<file path="src/logic/cil_defs.svh">
`ifndef CIL_DEFS_SVH
`define CIL_DEFS_SVH

// Register byte offsets
`define CIL_OFF_CTRL 12'h000
`define CIL_OFF_EVENT 12'h004
`define CIL_OFF_STATUS 12'h008
`define CIL_OFF_ID 12'h00C

// Control register field positions
`define CIL_CTRL_PWR_OK 0
`define CIL_CTRL_OS_RUN 1
`define CIL_CTRL_OS_FAIL 2
`define CIL_CTRL_CSW_LOADING 3
`define CIL_CTRL_ROLE_LSB 4
`define CIL_CTRL_UPD_LSB 6
`define CIL_CTRL_KEY_LSB 8
`define CIL_CTRL_P0_LINK 11
`define CIL_CTRL_P0_TRAF 12
`define CIL_CTRL_P1_LINK 13
`define CIL_CTRL_P1_TRAF 14
`define CIL_CTRL_PARTNER 15
`define CIL_CTRL_RL_LINK 16
`define CIL_CTRL_RL_TRAF 17
`define CIL_CTRL_WIDTH 18

// Event register field positions (write one to fire)
`define CIL_EVT_CONN_OK 0
`define CIL_EVT_CONN_FAIL 1

// Reset values
`define CIL_CTRL_RESET 18'h00000

// Timing: flash half period and number of flashes per event
`define CIL_FLASH_HALF_MS 250
`define CIL_CLK_HZ 10000000
// Divide first so the product stays inside a 32-bit int
`define CIL_FLASH_HALF_CYC ((`CIL_CLK_HZ / 1000) * `CIL_FLASH_HALF_MS)
`define CIL_EVENT_FLASHES 3

`endif

</file>
<file path="src/logic/cil_pkg.sv">
package cil_pkg;

    // Indicator colours, bit order {red, green, blue}
    typedef enum logic [2:0] {
        CIL_OFF_type_c = 3'h0,
        CIL_BLUE = 3'h1,
        CIL_GREEN = 3'h2,
        CIL_RED = 3'h4,
        CIL_ORANGE = 3'h6,
        CIL_PURPLE = 3'h5
    } cil_colour_type;

    // Redundancy role of the controller
    typedef enum logic [1:0] {
        CIL_ROLE_STANDALONE = 2'h0,
        CIL_ROLE_ACTIVE = 2'h1,
        CIL_ROLE_PASSIVE = 2'h2
    } cil_role_type;

    // Software update authentication result
    typedef enum logic [1:0] {
        CIL_UPD_NONE = 2'h0,
        CIL_UPD_AUTH_OK = 2'h1,
        CIL_UPD_AUTH_FAIL = 2'h2
    } cil_upd_type;

    // Key loading phase
    typedef enum logic [2:0] {
        CIL_KEY_IDLE = 3'h0,
        CIL_KEY_READY = 3'h1,
        CIL_KEY_NONE = 3'h2,
        CIL_KEY_VALIDATE = 3'h3,
        CIL_KEY_FAILED = 3'h4,
        CIL_KEY_LOADED = 3'h5
    } cil_key_type;

    // Connection event flasher states, Gray coded except the OFF to IDLE step
    typedef enum logic [1:0] {
        CIL_EV_IDLE = 2'b00,
        CIL_EV_ON = 2'b01,
        CIL_EV_OFF = 2'b11
    } cil_evst_type;

endpackage

</file>
<file path="src/logic/cil_indicator.sv">
`timescale 1ns/100ps
`include "cil_defs.svh"

module cil_indicator
    import cil_pkg::*;
#(
    parameter int FLASH_HALF_CYC = `CIL_FLASH_HALF_CYC,
    parameter bit DUAL_PORT = 1'b1
)
(
    input wire logic CORE_CLK,
    input wire logic NRST,
    input wire logic PSEL,
    input wire logic PENABLE,
    input wire logic PWRITE,
    input wire logic [11:0] PADDR,
    input wire logic [31:0] PWDATA,
    output logic [31:0] PRDATA,
    output logic PREADY,
    output logic PSLVERR,
    output logic [2:0] MODULE_STATE_INDICATOR,
    output logic [2:0] SECURITY_INDICATOR,
    output logic PORT0_YELLOW,
    output logic PORT1_YELLOW,
    output logic REDUNDANCY_LINK_INDICATOR
);

    // Elaboration check on the divider
    if (FLASH_HALF_CYC < 1 || FLASH_HALF_CYC > 32'h3FFFFFFF)
    begin : g_bad_half
        $error("FLASH_HALF_CYC out of range");
    end

    localparam logic [31:0] ID_VALUE = 32'h00C1_0001; // Arbitrary identification value

    logic [1:0] rst_sync; // Reset release synchroniser
    logic rst_n; // Synchronised reset
    logic [17:0] ctrl; // Software-written system state
    logic [31:0] div_cnt; // Flash divider counter
    logic phase; // Flash phase, equal on and off
    logic phase_tick; // Divider wrap pulse
    cil_evst_type ev_state; // Connection event flasher state
    logic [1:0] ev_count; // Flashes still to show after the current one
    logic ev_fail; // Current event is a failure
    logic ev_pend_ok; // Queued good event
    logic ev_pend_fail; // Queued failed event
    logic [2:0] next_status; // Next status colour
    logic [2:0] next_security; // Next security colour
    logic next_port0; // Next port 0 lamp
    logic next_port1; // Next port 1 lamp
    logic next_rlink; // Next redundancy lamp
    logic orange_seen; // Status has shown orange since power and OS last came up

    // Reset released through two flops
    always_ff @(posedge CORE_CLK or negedge NRST)
    begin
        if (!NRST)
            rst_sync <= 2'h0;
        else
            rst_sync <= {rst_sync[0], 1'b1};
    end
    assign rst_n = rst_sync[1];

    // Control field decode
    wire pwr_ok = ctrl[`CIL_CTRL_PWR_OK];
    wire os_run = ctrl[`CIL_CTRL_OS_RUN] & ~ctrl[`CIL_CTRL_OS_FAIL];
    wire csw_loading = ctrl[`CIL_CTRL_CSW_LOADING];
    wire [1:0] role = ctrl[`CIL_CTRL_ROLE_LSB +: 2];
    wire [1:0] upd = ctrl[`CIL_CTRL_UPD_LSB +: 2];
    wire [2:0] key = ctrl[`CIL_CTRL_KEY_LSB +: 3];

    // APB decode
    wire apb_access = PSEL & PENABLE;
    wire apb_wr = apb_access & PWRITE;
    wire hit_ctrl = (PADDR == `CIL_OFF_CTRL);
    wire hit_event = (PADDR == `CIL_OFF_EVENT);
    wire hit_status = (PADDR == `CIL_OFF_STATUS);
    wire hit_id = (PADDR == `CIL_OFF_ID);
    wire addr_ok = hit_ctrl | hit_event | hit_status | hit_id;
    wire evt_ok = apb_wr & hit_event & PWDATA[`CIL_EVT_CONN_OK];
    wire evt_fail = apb_wr & hit_event & PWDATA[`CIL_EVT_CONN_FAIL];
    wire [31:0] status_word = {16'h0000, orange_seen, ev_pend_fail, ev_pend_ok, ev_state != CIL_EV_IDLE,
        phase, REDUNDANCY_LINK_INDICATOR, PORT1_YELLOW, PORT0_YELLOW, 1'b0, SECURITY_INDICATOR,
        1'b0, MODULE_STATE_INDICATOR};
    wire [31:0] rd_mux = hit_ctrl ? {14'h0000, ctrl} : hit_status ? status_word :
        hit_id ? ID_VALUE : 32'h0000_0000;

    // APB slave: zero wait states, error on unmapped address
    always_ff @(posedge CORE_CLK or negedge rst_n)
    begin
        if (!rst_n)
        begin
            ctrl <= `CIL_CTRL_RESET;
            PRDATA <= 32'h0000_0000;
            PREADY <= 1'b0;
            PSLVERR <= 1'b0;
        end
        else
        begin
            PREADY <= PSEL & ~PENABLE;
            PSLVERR <= PSEL & ~PENABLE & ~addr_ok;
            PRDATA <= rd_mux;
            if (apb_wr && hit_ctrl && PREADY)
                ctrl <= PWDATA[17:0];
        end
    end

    // Equal on/off flash divider
    assign phase_tick = (div_cnt == 32'(FLASH_HALF_CYC - 1));
    always_ff @(posedge CORE_CLK or negedge rst_n)
    begin
        if (!rst_n)
        begin
            div_cnt <= 32'h0000_0000;
            phase <= 1'b0;
        end
        else if (phase_tick)
        begin
            div_cnt <= 32'h0000_0000; // Wrap and toggle phase
            phase <= ~phase;
        end
        else
            div_cnt <= div_cnt + 32'h0000_0001;
    end

    // Three-flash connection event sequencer
    wire ev_start = (ev_state == CIL_EV_IDLE) & (ev_pend_ok | ev_pend_fail);
    // A queued event is handed over only on a divider wrap
    wire ev_go = ev_start & phase_tick;
    always_ff @(posedge CORE_CLK or negedge rst_n)
    begin
        if (!rst_n)
        begin
            ev_state <= CIL_EV_IDLE;
            ev_count <= 2'h0;
            ev_fail <= 1'b0;
            ev_pend_ok <= 1'b0;
            ev_pend_fail <= 1'b0;
        end
        else
        begin
            // Pending flags clear only when a sequence starts; a new event wins over the clear
            ev_pend_ok <= evt_ok | (ev_pend_ok & ~(ev_go & ~ev_pend_fail));
            ev_pend_fail <= evt_fail | (ev_pend_fail & ~ev_go);
            case (ev_state)
                CIL_EV_IDLE:
                begin
                    if (ev_go)
                    begin
                        ev_state <= CIL_EV_ON;
                        ev_fail <= ev_pend_fail; // Failure reported first
                        ev_count <= 2'(`CIL_EVENT_FLASHES - 1);
                    end
                end
                CIL_EV_ON:
                begin
                    if (phase_tick)
                        ev_state <= CIL_EV_OFF;
                end
                CIL_EV_OFF:
                begin
                    if (phase_tick)
                    begin
                        if (ev_count == 2'h0)
                            ev_state <= CIL_EV_IDLE; // Sequence completes before steady colour
                        else
                        begin
                            ev_state <= CIL_EV_ON;
                            ev_count <= ev_count - 2'h1;
                        end
                    end
                end
                default:
                    ev_state <= CIL_EV_IDLE;
            endcase
        end
    end

    // Event flasher owns the security lamp while a sequence runs
    wire ev_busy = (ev_state != CIL_EV_IDLE);

    // Module status colour
    always_comb
    begin
        next_status = CIL_OFF_type_c;
        if (!pwr_ok)
            next_status = CIL_OFF_type_c;
        else if (upd == CIL_UPD_AUTH_FAIL)
            next_status = phase ? CIL_RED : CIL_OFF_type_c;
        else if (upd == CIL_UPD_AUTH_OK)
            next_status = phase ? CIL_GREEN : CIL_OFF_type_c;
        else if (!os_run)
            next_status = CIL_RED;
        else if (csw_loading)
            next_status = CIL_ORANGE;
        else if (role == CIL_ROLE_PASSIVE && DUAL_PORT)
            next_status = CIL_BLUE;
        else
            next_status = CIL_GREEN;
    end

    // Security colour
    always_comb
    begin
        next_security = CIL_OFF_type_c;
        if (!pwr_ok || !os_run)
            next_security = CIL_OFF_type_c;
        else if (ev_busy)
            next_security = (ev_state == CIL_EV_ON) ? (ev_fail ? CIL_ORANGE : CIL_GREEN)
                : CIL_OFF_type_c;
        else
        begin
            case (key)
                CIL_KEY_READY: next_security = CIL_PURPLE;
                CIL_KEY_NONE: next_security = phase ? CIL_PURPLE : CIL_OFF_type_c;
                CIL_KEY_VALIDATE: next_security = CIL_BLUE;
                CIL_KEY_FAILED: next_security = CIL_BLUE;
                CIL_KEY_LOADED: next_security = CIL_GREEN;
                default: next_security = CIL_RED;
            endcase
        end
    end

    // Network and redundancy lamps, traffic over solid
    always_comb
    begin
        next_port0 = pwr_ok & os_run & ctrl[`CIL_CTRL_P0_LINK] &
            (~ctrl[`CIL_CTRL_P0_TRAF] | phase);
        next_port1 = 1'b0;
        next_rlink = 1'b0;
        if (DUAL_PORT)
            next_rlink = pwr_ok & os_run & orange_seen & ctrl[`CIL_CTRL_PARTNER] &
                ctrl[`CIL_CTRL_RL_LINK] & (~ctrl[`CIL_CTRL_RL_TRAF] | phase);
    end

    // Registered lamp outputs
    always_ff @(posedge CORE_CLK or negedge rst_n)
    begin
        if (!rst_n)
        begin
            MODULE_STATE_INDICATOR <= 3'h0;
            SECURITY_INDICATOR <= 3'h0;
            PORT0_YELLOW <= 1'b0;
            PORT1_YELLOW <= 1'b0;
            REDUNDANCY_LINK_INDICATOR <= 1'b0;
            orange_seen <= 1'b0;
        end
        else
        begin
            MODULE_STATE_INDICATOR <= next_status;
            SECURITY_INDICATOR <= next_security;
            PORT0_YELLOW <= next_port0;
            PORT1_YELLOW <= next_port1;
            REDUNDANCY_LINK_INDICATOR <= next_rlink;
            // Latched once orange shows, dropped if power or OS go
            orange_seen <= (orange_seen | (next_status == CIL_ORANGE)) & pwr_ok & os_run;
        end
    end

    // Checks
    AST_RED_NO_OS: assert property (@(posedge CORE_CLK) disable iff (!rst_n)
        (pwr_ok && !os_run && upd == CIL_UPD_NONE) |=> MODULE_STATE_INDICATOR == CIL_RED)
        else $error("status not red without OS");
    AST_ORANGE: assert property (@(posedge CORE_CLK) disable iff (!rst_n)
        (pwr_ok && os_run && csw_loading && upd == CIL_UPD_NONE) |=> MODULE_STATE_INDICATOR == CIL_ORANGE)
        else $error("status not orange while loading");
    AST_SEC_DARK: assert property (@(posedge CORE_CLK) disable iff (!rst_n)
        !os_run |=> SECURITY_INDICATOR == CIL_OFF_type_c)
        else $error("security lit without OS");
    AST_KEY_FAIL_BLUE: assert property (@(posedge CORE_CLK) disable iff (!rst_n)
        (pwr_ok && os_run && !ev_busy && key == CIL_KEY_FAILED) |=> SECURITY_INDICATOR == CIL_BLUE)
        else $error("security not blue after key failure");
    AST_EV_START: assert property (@(posedge CORE_CLK) disable iff (!rst_n)
        (ev_start && phase_tick) |=> ev_state == CIL_EV_ON && ev_count == 2'h2)
        else $error("event flash did not start with three flashes");
    AST_EV_END: assert property (@(posedge CORE_CLK) disable iff (!rst_n)
        (ev_state == CIL_EV_OFF && ev_count == 2'h0 && phase_tick) |=> ev_state == CIL_EV_IDLE)
        else $error("event sequence did not finish");
    AST_PORT_DARK: assert property (@(posedge CORE_CLK) disable iff (!rst_n)
        (!os_run || !ctrl[`CIL_CTRL_P0_LINK]) |=> !PORT0_YELLOW)
        else $error("port lamp lit without link");
    AST_PORT_SOLID: assert property (@(posedge CORE_CLK) disable iff (!rst_n)
        (pwr_ok && os_run && ctrl[`CIL_CTRL_P0_LINK] && !ctrl[`CIL_CTRL_P0_TRAF]) |=> PORT0_YELLOW)
        else $error("port lamp not solid with idle link");
    AST_PORT1_UNUSED: assert property (@(posedge CORE_CLK) disable iff (!rst_n)
        !PORT1_YELLOW)
        else $error("second port lamp driven");
    AST_RLINK_GATE: assert property (@(posedge CORE_CLK) disable iff (!rst_n)
        !orange_seen |=> !REDUNDANCY_LINK_INDICATOR)
        else $error("redundancy lamp before orange");
    AST_DIV_HALF: assert property (@(posedge CORE_CLK) disable iff (!rst_n)
        $changed(phase) |-> $past(div_cnt) == 32'(FLASH_HALF_CYC - 1))
        else $error("flash phase changed off divider wrap");

    // Status colour checks
    AST_AUTH_FAIL_FLASH: assert property (@(posedge CORE_CLK) disable iff (!rst_n)
        (pwr_ok && upd == CIL_UPD_AUTH_FAIL)
        |=> MODULE_STATE_INDICATOR == ($past(phase) ? CIL_RED : CIL_OFF_type_c))
        else $error("status not flashing red on update failure");
    AST_AUTH_OK_FLASH: assert property (@(posedge CORE_CLK) disable iff (!rst_n)
        (pwr_ok && upd == CIL_UPD_AUTH_OK)
        |=> MODULE_STATE_INDICATOR == ($past(phase) ? CIL_GREEN : CIL_OFF_type_c))
        else $error("status not flashing green on update success");
    AST_ACTIVE_GREEN: assert property (@(posedge CORE_CLK) disable iff (!rst_n)
        (pwr_ok && os_run && !csw_loading && upd == CIL_UPD_NONE && (role != CIL_ROLE_PASSIVE || !DUAL_PORT))
        |=> MODULE_STATE_INDICATOR == CIL_GREEN)
        else $error("status not green when standalone or active");
    AST_PASSIVE_BLUE: assert property (@(posedge CORE_CLK) disable iff (!rst_n)
        (DUAL_PORT && pwr_ok && os_run && !csw_loading && upd == CIL_UPD_NONE && role == CIL_ROLE_PASSIVE)
        |=> MODULE_STATE_INDICATOR == CIL_BLUE)
        else $error("status not blue when passive");

    // Security colour checks
    AST_KEY_READY_PURPLE: assert property (@(posedge CORE_CLK) disable iff (!rst_n)
        (pwr_ok && os_run && !ev_busy && key == CIL_KEY_READY) |=> SECURITY_INDICATOR == CIL_PURPLE)
        else $error("security not purple when ready for keys");
    AST_KEY_NONE_FLASH: assert property (@(posedge CORE_CLK) disable iff (!rst_n)
        (pwr_ok && os_run && !ev_busy && key == CIL_KEY_NONE)
        |=> SECURITY_INDICATOR == ($past(phase) ? CIL_PURPLE : CIL_OFF_type_c))
        else $error("security not flashing purple without keys");
    AST_KEY_LOADED_GREEN: assert property (@(posedge CORE_CLK) disable iff (!rst_n)
        (pwr_ok && os_run && !ev_busy && key == CIL_KEY_LOADED) |=> SECURITY_INDICATOR == CIL_GREEN)
        else $error("security not green after keys loaded");
    AST_EV_OK_GREEN: assert property (@(posedge CORE_CLK) disable iff (!rst_n)
        (pwr_ok && os_run && ev_state == CIL_EV_ON && !ev_fail) |=> SECURITY_INDICATOR == CIL_GREEN)
        else $error("good connection flash not green");
    AST_EV_FAIL_ORANGE: assert property (@(posedge CORE_CLK) disable iff (!rst_n)
        (pwr_ok && os_run && ev_state == CIL_EV_ON && ev_fail) |=> SECURITY_INDICATOR == CIL_ORANGE)
        else $error("failed connection flash not orange");
    AST_EV_FAIL_FIRST: assert property (@(posedge CORE_CLK) disable iff (!rst_n)
        (ev_go && ev_pend_fail) |=> ev_fail)
        else $error("queued failure not shown first");
    AST_EV_PEND_SET: assert property (@(posedge CORE_CLK) disable iff (!rst_n)
        evt_ok |=> ev_pend_ok)
        else $error("good connection event not queued");

    // Port and redundancy lamp checks
    AST_PORT_BLINK: assert property (@(posedge CORE_CLK) disable iff (!rst_n)
        (pwr_ok && os_run && ctrl[`CIL_CTRL_P0_LINK] && ctrl[`CIL_CTRL_P0_TRAF]) |=> PORT0_YELLOW == $past(phase))
        else $error("port lamp not blinking with traffic");
    AST_RLINK_DARK: assert property (@(posedge CORE_CLK) disable iff (!rst_n)
        (!os_run || !ctrl[`CIL_CTRL_PARTNER]) |=> !REDUNDANCY_LINK_INDICATOR)
        else $error("redundancy lamp lit without partner or OS");
    AST_RLINK_SOLID: assert property (@(posedge CORE_CLK) disable iff (!rst_n)
        (DUAL_PORT && pwr_ok && os_run && orange_seen && ctrl[`CIL_CTRL_PARTNER] && ctrl[`CIL_CTRL_RL_LINK]
        && !ctrl[`CIL_CTRL_RL_TRAF]) |=> REDUNDANCY_LINK_INDICATOR)
        else $error("redundancy lamp not solid with good link");
    AST_RLINK_BLINK: assert property (@(posedge CORE_CLK) disable iff (!rst_n)
        (DUAL_PORT && pwr_ok && os_run && orange_seen && ctrl[`CIL_CTRL_PARTNER] && ctrl[`CIL_CTRL_RL_LINK]
        && ctrl[`CIL_CTRL_RL_TRAF]) |=> REDUNDANCY_LINK_INDICATOR == $past(phase))
        else $error("redundancy lamp not blinking with pair traffic");
    AST_SINGLE_NO_RLINK: assert property (@(posedge CORE_CLK) disable iff (!rst_n)
        !DUAL_PORT |-> !REDUNDANCY_LINK_INDICATOR)
        else $error("single-port variant lit redundancy lamp");

endmodule

</file>
<file path="config.mk">
export PLATFORM = sky130hd
export DESIGN_NAME = cil_indicator
export DESIGN_NICKNAME = d
export VERILOG_FILES = /design/src/logic/cil_pkg.sv /design/src/logic/cil_indicator.sv
export VERILOG_INCLUDE_DIRS = /design/src /design/src/logic
export SDC_FILE = /design/constraint.sdc
export NUM_CORES = 1
export LEC_CHECK = 0
export ABC_AREA = 1
export BUFFER_PORTS_ARGS = -buffer_cell sky130_fd_sc_hd__buf_2
export CORE_ASPECT_RATIO = 2
export CORE_MARGIN = 3
export CORE_UTILIZATION = 59
export CTS_BUF_LIST = sky130_fd_sc_hd__clkbuf_4 sky130_fd_sc_hd__clkbuf_8 sky130_fd_sc_hd__clkbuf_16
export DETAILED_ROUTE_END_ITERATION = 6
export PLACE_DENSITY = 0.85
export SKIP_CTS_REPAIR_TIMING = 1
export SLEW_MARGIN = 20
export SYNTH_ARGS = -nofsm -noshare
export SYNTH_HDL_FRONTEND = slang
export SYNTH_SLANG_ARGS = --single-unit
</file>
<file path="constraint.sdc">
create_clock -name CORE_CLK -period 6.1 [get_ports CORE_CLK]
set_input_delay 0.305 -clock CORE_CLK [delete_from_list [all_inputs] [get_ports CORE_CLK]]
set_output_delay 0.305 -clock CORE_CLK [all_outputs]
set_load 0.01 [all_outputs]
</file>
# Word level (Yosys, flattened, before mapping)
# Cells that the tools add are included.
# W data, S select, Z words.
dict set report classes {
  add_sub_neg 2
  n_mul 0
  n_div 0
  n_lt_le_gt_ge 0
  n_eq_ne 19
  n_shift 0
  muxes 27
  bitwise 40
  n_reduce_logical 14
}
# op count
set ops {}
lappend ops {{$mux W24} 3}
lappend ops {{$mux W3} 11}
lappend ops {{$add A32 B1 Y32 const B} 1}
lappend ops {{$eq A32 B22 Y1 const B} 1}
lappend ops {{$mux W32} 1}
lappend ops {{$eq A12 B4 Y1 const B} 2}
lappend ops {{$and A1 B1 Y1} 22}
lappend ops {{$mux W2} 8}
lappend ops {{$eq A12 B3 Y1 const B} 1}
lappend ops {{$logic_not A12 Y1} 1}
lappend ops {{$pmux W3 S4} 1}
lappend ops {{$eq A3 B3 Y1 const B} 3}
lappend ops {{$not A1 Y1} 9}
lappend ops {{$or A1 B1 Y1} 9}
lappend ops {{$ne A2 B2 Y1 const B} 4}
lappend ops {{$eq A2 B2 Y1 const B} 3}
lappend ops {{$eq A3 B2 Y1 const B} 2}
lappend ops {{$pmux W2 S3} 1}
lappend ops {{$eq A2 B1 Y1 const B} 2}
lappend ops {{$logic_not A2 Y1} 2}
lappend ops {{$pmux W2 S2} 1}
lappend ops {{$reduce_and A4 Y1} 1}
lappend ops {{$reduce_bool A2 Y1} 2}
lappend ops {{$eq A3 B1 Y1 const B} 1}
lappend ops {{other kinds (8)} 10}
dict set report word_totals {
  regBits 95
  latch_bits 0
  ram_bits 0
  romBits 0
  out_inout_bits 43
  wordCells 119
  memories 0
}

# Longest topological paths before layout
# Gate-level depths: netlist (run 1).
dict set report depth {
  depth_word 11
  depth_mapped 10
}

# Least setup slack after synthesis (run 1)
# No wires, ideal clock.
dict set report synth_timing {
  path_type {register -> register}
  startpoint {register div_cnt[0]}
  endpoint {register ev_count[0]}
  setup_ns 0.116
  arrival_time_ns 1.372
  slack_ns 4.612
  path_stages_with_launch 11
  n_path_buf 0
  path_cell_list {dfrtp_1 > ha_1 > nand2_1 > nor2_1 > nand2_1 > nor2_1 > nand2_2 > a21oi_2 > nand2_1 > nand2_1 > nand2_1}
}
dict set report synth_via {
  elab_chain_len 4
  word_cells_on_any_way 5
  cone_classes {eq/ne: 3; bitwise: 1; reduce/logical: 1}
}
# element line
set synth_rtl {}
lappend synth_rtl {{from (decl)} cil_indicator.sv:39} ;# logic [31:0] div_cnt;
lappend synth_rtl {{from (signal assigned)} cil_indicator.sv:123} ;# div_cnt <= div_cnt + 32'h0000_0001;
lappend synth_rtl {{$eq A32 B22 Y1 (*)} cil_indicator.sv:109} ;# assign phase_tick = (div_cnt == 32'(FLASH_HALF_CYC - 1));
lappend synth_rtl {{$and A1 B1 Y1} cil_indicator.sv:129} ;# wire ev_go = ev_start & phase_tick;
lappend synth_rtl {{$ne A2 B2 Y1 (no line)} -}
lappend synth_rtl {{$reduce_and A4 Y1 (no line) (*)} -}
lappend synth_rtl {{to (signal assigned)} cil_indicator.sv:152} ;# ev_count <= 2'(`CIL_EVENT_FLASHES - 1);
lappend synth_rtl {{to (signal assigned)} cil_indicator.sv:169} ;# ev_count <= ev_count - 2'h1;
lappend synth_rtl {{to (decl)} cil_indicator.sv:43} ;# logic [1:0] ev_count;
# Mark *: on every way between the ends. The rest lies on a longest branch, timed or not.
# A chain may end at the register's enable or synchronous reset.

# Worst setup path in the final report (run 1)
dict set report layout_timing {
  startpoint {input PADDR[11]}
  endpoint {register PRDATA[5]}
}
dict set report layout_via {
  elab_chain_len 3
  word_cells_on_any_way 4
  cone_classes {eq/ne: 1; mux: 2; reduce/logical: 1}
}
# element line
set layout_rtl {}
lappend layout_rtl {{from (decl)} cil_indicator.sv:16} ;# input wire logic [11:0] PADDR,
lappend layout_rtl {{$eq A12 B4 Y1 (no line)} -}
lappend layout_rtl {{$mux W24} cil_indicator.sv:85} ;# wire [31:0] rd_mux = hit_ctrl ? {14'h0000, ctrl} : hit_status ? status_word :
lappend layout_rtl {{$mux W24 (*)} cil_indicator.sv:85}
lappend layout_rtl {{net rd_mux[5]} cil_indicator.sv:85}
lappend layout_rtl {{to (signal assigned)} cil_indicator.sv:102} ;# PRDATA <= rd_mux;
lappend layout_rtl {{to (decl)} cil_indicator.sv:18} ;# output logic [31:0] PRDATA,
# The timed path passes the listed nets; every way through them passes the cells marked *.

==> summary.md, run 1 <==
| Metric | Value |
|---|---|
| Total Nets Final | 657 |
| Largest net degree at the start of global routing | 89 |
| DIE WIDTH | 67.42 um |
| Slowest CP cell | nand4_1 |
| Status | completed |
| Worst slew pin tran | 0.6652 ns |
| CTS tree | built |
| Number of flops mapped to enable cells by yosys | 0 |
| Max capacitance violation total | 0 |
| Post-Syn Area per Cell | between 8 and 9 um2 |
| Reg2reg setup slack | 4.17 ns |
| Critical path origin | PADDR[11] |
| DR iter-0 viols | 229 |
| Crit. End Element | flip-flop |
| Synthesized area | 4451 um2 |
| Critical path class | input port to flip-flop |
| Port Buffers | 64 |
| Vias in the first global route | 3909 |
| Relative slew slack | 55.60% |
| Fraction of registers with async set/reset | between 90% and 100% |
| Ys Warns | 0 |
| Cells on worst reg2reg path | 10 |
| Residual DRC | 0 |
| All-layer global routing usage | 28.55% |
| RR Startpoint | div_cnt[0] |
| First-pass GRT wire length | 18160 um |
| IO Count | 92 |
| Distinct cells, synth | 35 |
| RD Place Congestion | 0.8891 |
| Worst-path fanout max | 14 |
| Skew final | a little under 0.008 ns |
| Largest stage delay on the critical path | between 0.6 and 0.7 ns |
| H-tree Lvls | 3 |
| Worst reg2reg endpoint | div_cnt[16] |
| Worst skew pair latency | 0.34 ns |
| Fillers | roughly 550 |
| # setup viols final | 0 |
| Drt via density | around 5.3 |
| Max Slew Vio Count | 0 |
| Starting Density | 60.78% |
| Share of cells above drive strength 1 | between 10% and 20% |
| Total Wirelength | 11260 um |
| Register bit total from synthesis | 90 |
| Final worst setup slack | 4.005 ns |
| CTS Buf Count | 9 |
| Critical path destination | PRDATA[5] |
| Clk root buf | clkbuf_16 |
| Fmax | between 400 and 500 MHz |
| Setup TNS | 0 ns |
| Synth Flop Type | dfrtp_1 |
| Core ar. | 7322 um2 |
| Minimum clock period | 2.095 ns |
| Antenna diode count | 0 |
| Post-route ant nets | 0 |
| PwrDens | 240.7 nW/um2 |
| Worst hold path type | input port to flip-flop |
| WP data arrival | 2.31 ns |
| Peak VDD IR | 0.0002572 V |
| Pre-CTS setup slack | 3.827 ns |
| Via count | between 3000 and 4000 |
| Final period util | 34.34% |
| Row cnt | 44 |
| RSZ-0062 raised after global routing | no |
| CP Launch Type | input port |
| Syn Inst Count | 536 |
| Critical Path RT | 6.31 ns |
| Clock tree buffer depth | 2 |
| Clock Sinks | 90 |
| Mean routed wirelength per cell | 16.01 um |
| Reg clk slew, reported paths | 0.07 ns |
| Final hold viol count | 0 |
| DPL Wire Length | roughly 8400 um |
| Worst path cell trace | buf_2, nor2_1, nand2_1, nor2_2, nand4_1, o21ai_0 |
| P&R area growth vs syn | 15.49% |
| Seq/Total Area, Yosys | about half |
| Leakage power | 2.722 nW |
| Die Y | ~130 um |
| Pre-antenna DRT Iters | 5 |
| GR Overflow Total | 0 |
| Initial antenna violation count | 0 |
| Die area | just under 9000 um2 |
worst min-delay path by stage:
stage               startpoint     endpoint  slack [ns]  cells after the start
detailed placement        NRST  rst_sync[0]        0.09                      1
floorplan                 NRST  rst_sync[0]       0.009                      0
finish                 PENABLE       PREADY        0.14                      2
global placement          NRST  rst_sync[0]        0.09                      1
CTS                       NRST  rst_sync[1]       -0.27                      1
global route           PENABLE       PREADY        0.13                      2
power by group:
group / leakage [nW] / switching (mW) / internal, mW / total (mW)
registers: 1.22 / 0.00567 / 0.598 / 0.604
clock network: 0.156 / 0.235 / 0.365 / 0.600
logic: 1.34 / 0.0214 / 0.0121 / 0.0335
layer usage:
layer  vias up  track usage, %  wire [um]
met2       130           52.55       6427
met4         0           20.33        763
met1      1801           27.18       3690
met5         -               0          0
met3        55           4.454        376
li1       1772               -          -
cell usage after synthesis, types with 2 or more instances:
master,instances,area (um2)
a211oi_1,3,22.52
a21oi_1,7,35.03
a31oi_1,3,18.77
and3_1,3,18.77
buf_4,14,105.1
buf_6,3,33.78
conb_1,2,7.510
dfrtp_1,90,2252
ha_1,2,25.02
inv_1,111,416.7
nand2_1,99,371.6
nand2_2,4,25.02
nand3_1,25,125.1
nand4_1,5,31.28
nor2_1,61,229.0
nor2_2,2,12.51
nor3_1,23,115.1
o21a_1,2,15.01
o21ai_0,15,75.07
o21ai_1,3,15.01
o21ai_2,18,157.7
o22ai_1,7,43.79
xor2_1,22,192.7
flip-flops by register name, indices dropped and copies added, names as in the netlist, 2 cells and up:
| signal | flops |
|---|---|
| div_cnt | 32 |
| PRDATA | 19 |
| ctrl | 18 |
| MODULE_STATE_INDICATOR | 3 |
| SECURITY_INDICATOR | 3 |
| ev_count | 2 |
| ev_state | 2 |
| rst_sync | 2 |
critical path: cells and delay by family:
kind | cells | cell delay (ns)
buffers and inverters | 1 | 0.10
AO/OA/AOI/OAI | 1 | 0.49
AND/OR/NAND/NOR | 4 | 1.41
cells in the final DEF (no fill, tap or decap), types with 4 or more instances in the layout:
master / synthesis / final
inv_1: 111 / 111
nand2_1: 99 / 99
dfrtp_1: 90 / 89
buf_2: 1 / 64
nor2_1: 61 / 61
nand3_1: 25 / 25
nor3_1: 23 / 23
xor2_1: 22 / 22
o21ai_2: 18 / 18
o21ai_0: 15 / 15
conb_1: 2 / 14
clkbuf_16: 0 / 9
a21oi_1: 7 / 7
o22ai_1: 7 / 7
nand4_1: 5 / 5
nand2_2: 4 / 4
stage by stage:
stage                     hold WS, ns  area [um2]  total power, mW  util, %  std cells
after floorplan              0.009409        4496           0.6358        -        548
after global placement        0.08937        4787           0.6452    65.38        685
after detailed placement      0.09217        4787           0.6469    65.38        685
after CTS                     -0.2730        5110            1.243    69.79        701
after global routing           0.1343        5140            1.276    70.20        703
final                          0.1373        5140            1.237    70.20        703
layout make-up:
| type | count | area [um2] | share of cell area (%) |
|---|---|---|---|
| clock buffers | 10 | 232.7 | 4.528 |
| clock inverters | 6 | 90.09 | 1.753 |
| inverters | 112 | 420.4 | 8.179 |
| multi-input cells | 327 | 1675 | 32.59 |
| flip-flops and latches | 90 | 2256 | 43.89 |
| well taps | 92 | 115.1 | 2.240 |
| repair buffers | 66 | 350.3 | 6.816 |
cell families (layout without fill, tap and decap cells):
group	count (synthesis)	in the layout	share of synthesized area (%)
AND/OR/NAND/NOR	227	227	22.21
buffers and inverters	131	194	12.76
flip-flops	90	90	50.60
AO/OA/AOI/OAI	62	62	9.362
XOR/XNOR	22	22	4.329
adder cells (fa/ha/maj)	2	2	0.5622
other	2	14	0.1687
(Power assumes the default switching activity.)
==> run 2: changes to the inputs <==
--- a/config.mk
+++ b/config.mk
@@ -6,14 +6,14 @@
 export SDC_FILE = /design/constraint.sdc
 export NUM_CORES = 1
 export LEC_CHECK = 0
-export ABC_AREA = 1
+export ABC_AREA = 0
 export BUFFER_PORTS_ARGS = -buffer_cell sky130_fd_sc_hd__buf_2
 export CORE_ASPECT_RATIO = 2
 export CORE_MARGIN = 3
-export CORE_UTILIZATION = 59
+export CORE_UTILIZATION = 48
 export CTS_BUF_LIST = sky130_fd_sc_hd__clkbuf_4 sky130_fd_sc_hd__clkbuf_8 sky130_fd_sc_hd__clkbuf_16
 export DETAILED_ROUTE_END_ITERATION = 6
-export PLACE_DENSITY = 0.85
+export PLACE_DENSITY = 0.75
 export SKIP_CTS_REPAIR_TIMING = 1
 export SLEW_MARGIN = 20
 export SYNTH_ARGS = -nofsm -noshare
==> constraint.sdc (replaced) <==
create_clock -name CORE_CLK -period 1.8 [get_ports CORE_CLK]
set_input_delay 0.09 -clock CORE_CLK [delete_from_list [all_inputs] [get_ports CORE_CLK]]
set_output_delay 0.09 -clock CORE_CLK [all_outputs]
set_load 0.01 [all_outputs]
==> run 2 against run 1 <==
  * The run now ends with hold timing, setup timing left
  * Area after synthesis fell by 11%
  * Core utilization down 5.1 points
  * Count of clock-buffer cells in the layout is 2 higher
  * Setup slack lost 4.1 ns
  * Cell area is 1.3% higher
  * Final cell count fell by 20%
  * Register-to-register slack lost 4.3 ns
  * Clock skew up 0.0046 ns
  * Critical path type is now flip-flop to flip-flop
==> summary.md, run 2 <==
| Metric | Value |
|---|---|
| Synth cell count leaders | dfrtp_1, nor2_1, nand2_1, nand3_1, xnor2_1 |
| Pre-antenna DRT Iters | 4 (-1) |
| Most frequent cells in the layout | dfrtp_1, buf_2, buf_4, nor2_1 |
| Reg clk slew, reported paths | 0.06 ns (about the same) |
| Worst skew pair latency | 0.34 ns (about the same) |
| Yosys top cell area share | 56.78% (+6.2 points) |
| Core ar. | 8000 um2 (+9.3%) |
| WP data arrival | 2.12 ns (-0.19 ns) |
| Mean routed wirelength per cell | 17.06 um (+6.5%) |
| Final hold viol count | 2 (+2) |
| Largest family of logic cells by synthesized area | simple AND/OR/NAND/NOR gates |
| Crit. End Element | flip-flop |
| Max Slew Vio Count | 0 (unchanged) |
| Slowest CP cell | dfrtp_1 |
| Largest stage delay on the critical path | 0.39 ns (-0.29 ns) |
| Storage element area | 2256 um2 (unchanged) |
| Ys Warns | 0 (unchanged) |
| Final period util | 105.2% |
| Critical path class | flip-flop to flip-flop |
| Largest regs | div_cnt (32), PRDATA (19), ctrl (18) |
| All-layer global routing usage | 19.80% (-8.8 points) |
| Via count | 3037 (-19%) |
| RSZ-0062 raised after global routing | yes |
| Setup TNS | -0.2705 ns (-0.2705 ns) |
| Leakage power | 2.613 nW (-4.0%) |
| Worst-path fanout max | 11 (-3) |
| CP Launch Type | flip-flop |
| RD Place Congestion | 0.8405 (-5.5%) |
| Number of flops mapped to enable cells by yosys | 0 (unchanged) |
| Adder-cell share of the synthesized area | 0.6309% (+0.069 points) |
| Most common cell after layout, fill and taps aside | dfrtp_1 |
| Fraction of registers with async set/reset | 100.0% (unchanged) |
| Total Wirelength | 9571 um (-15%) |
| Minimum clock period | 1.894 ns |
| Vias in the first global route | 3116 (-20%) |
| Die area | 9456 um2 (+8.9%) |
| PwrDens | 840.5 nW/um2 (+250%) |
| Synth Area in Compound Gates | 7.066% (-2.3 points) |
| DIE WIDTH | 70.28 um (+4.2%) |
| Multi-input logic area | 1607 um2 (-4.1%) |
| CTS tree | built |
| Mux share of post-synthesis cell area | 6.341% (+6.3 points) |
| P&R area growth vs syn | 31.33% |
| Syn Inst Count | 338 (-37%) |
| Largest register FFs | 32 (unchanged) |
| Share of cells above drive strength 1 | 34.19% (+16 points) |
| Largest Register | div_cnt |
| Max capacitance violation total | 0 (unchanged) |
| DR iter-0 viols | 84 (-63%) |
| IO Count | 92 (unchanged) |
| Placed cells | 523 (-24%) |
| H-tree Lvls | 3 (unchanged) |
| Skew final | 0.01233 ns (+0.004564 ns) |
| Status | complete, but fails checks |
| # setup viols final | 6 (+6) |
| Clock tree buffer depth | 2 (unchanged) |
| Register bit total from synthesis | 90 (unchanged) |
| Pre-CTS setup slack | -0.06322 ns (-3.890 ns) |
| Synth Area in Simple Gates | 16.78% (-5.4 points) |
| Post-Syn Area per Cell | 11.73 um2 (+41%) |
| Total Nets Final | 511 (-22%) |
| Most common cell in the netlist | dfrtp_1 |
| Synthesized area | 3966 um2 (-11%) |
| Post-route ant nets | 0 (unchanged) |
| Row cnt | 46 (+4.5%) |
| Antenna diode count | 0 (unchanged) |
| Fin cells | 561 (-20%) |
| Top post-synthesis cells by area | dfrtp_1, xnor2_1, mux2_4 |
| Starting Density | 49.58% (-11 points) |
| Synth area leader | dfrtp_1 |
| Seq/Total Area, Yosys | 56.78% (+6.2 points) |
| Worst hold path type | input port to flip-flop |
| Clk root buf | clkbuf_16 |
| Clock Sinks | 90 (unchanged) |
| Peak VDD IR | 0.0006007 V (+130%) |
| CTS Buf Count | 9 (unchanged) |
| Final worst setup slack | -0.09355 ns (-4.099 ns) |
| Distinct cells, synth | 44 (+26%) |
| Die Y | 134.6 um (+4.4%) |
| Fmax | ~530 MHz |
| Critical Path RT | 2.03 ns (-4.28 ns) |
| GR Overflow Total | 0 (unchanged) |
| Residual DRC | 0 (unchanged) |
| Largest net degree at the start of global routing | 52 (-42%) |
| First-pass GRT wire length | 14510 um (-20%) |
| Failing checks | hold timing, setup timing |
| Post-Synth XOR/XNOR Area | 7.066% (+2.7 points) |
| DPL Wire Length | 6617 um (-21%) |
| Synth Flop Type | dfrtp_1 |
| Initial antenna violation count | 0 (unchanged) |
| Final hold slack | -0.005790 ns (-0.1431 ns) |
| Drt via density | 5.414 (+1.3%) |
| Fillers | 603 (+10%) |
| Worst path cell trace | nor4b_2, buf_4, and4_1, and3_4, buf_12, a31oi_1, a31o_2 |
| Port Buffers | 64 (unchanged) |
[run 2: cell types whose count changed in the layout (fill, tap and decap cells not counted), sizes merged, moves of 9 or more]
cell and change:
inv -101, xnor2 +19, nand2 -84, nor4 +9
nor3 -16, dlygate4sd3 +15, xor2 -9, buf +39
o21ai -33, mux2 +19, nor2 -37, a22o +14
[run 2: critical path: cells and delay by family, from the launching register on]
family | cells | cell delay (ns)
buffers and inverters | 2 | 0.30
AO/OA/AOI/OAI | 2 | 0.30
AND/OR/NAND/NOR | 3 | 0.79
flip-flops | 1 | 0.39
[run 2: final timing paths]
check                       startpoint  slack (ns)  cells after the start     endpoint
max reg2reg                div_cnt[11]       -0.09                      7      ev_fail
max                        div_cnt[11]       -0.09                      7      ev_fail
min reg2reg                rst_sync[1]        0.20                      0     ctrl[17]
min                         PWDATA[13]      -0.006                      2     ctrl[13]
min in group asynchronous         NRST        0.05                      2  rst_sync[1]
max in group asynchronous  rst_sync[1]        1.04                      1   PRDATA[13]
[run 2: area by class of cell]
type | instances | share of cell area, %
well taps | 96 | 2.306
repair buffers | 120 | 15.78
multi-input cells | 227 | 30.84
inverters | 12 | 0.8648
flip-flops and latches | 90 | 43.31
clock inverters | 4 | 1.898
clock buffers | 12 | 4.996
[run 2: cell families (layout without fill, tap and decap cells)]
group,Yosys count,count (layout)
AO/OA/AOI/OAI,38,38
flip-flops,90,90
other,2,14
XOR/XNOR,32,32
AND/OR/NAND/NOR,122,122
adder cells (fa/ha/maj),2,2
buffers and inverters,33,148
multiplexers,19,19
[run 2: power breakdown]
group | total (mW) | internal, mW | switching [mW]
sequential | 2.04 | 2.03 | 0.00919
combinational | 0.135 | 0.0616 | 0.0738
clock | 2.21 | 1.45 | 0.755
[run 2: layer usage]
| layer | GRT usage (%) | vias up | wire length [um] |
|---|---|---|---|
| li1 | - | 1397 | - |
| met1 | 18.73 | 1512 | 3330 |
| met2 | 37.47 | 99 | 5484 |
| met3 | 5.291 | 29 | 433 |
| met4 | 10.55 | 0 | 323 |
| met5 | 0 | - | 0 |
[run 2: through the flow]
stage                     utilization (%)  power [mW]  area, um2  hold slack (ns)
after floorplan                         -       2.138       4013          -0.2056
after global placement              57.37       2.182       4589          -0.1253
after detailed placement            57.37       2.184       4589          -0.1245
after CTS                           61.85       4.371       4949          -0.4901
after global routing                65.11       4.493       5209         0.004586
final                               65.11       4.378       5209        -0.005790
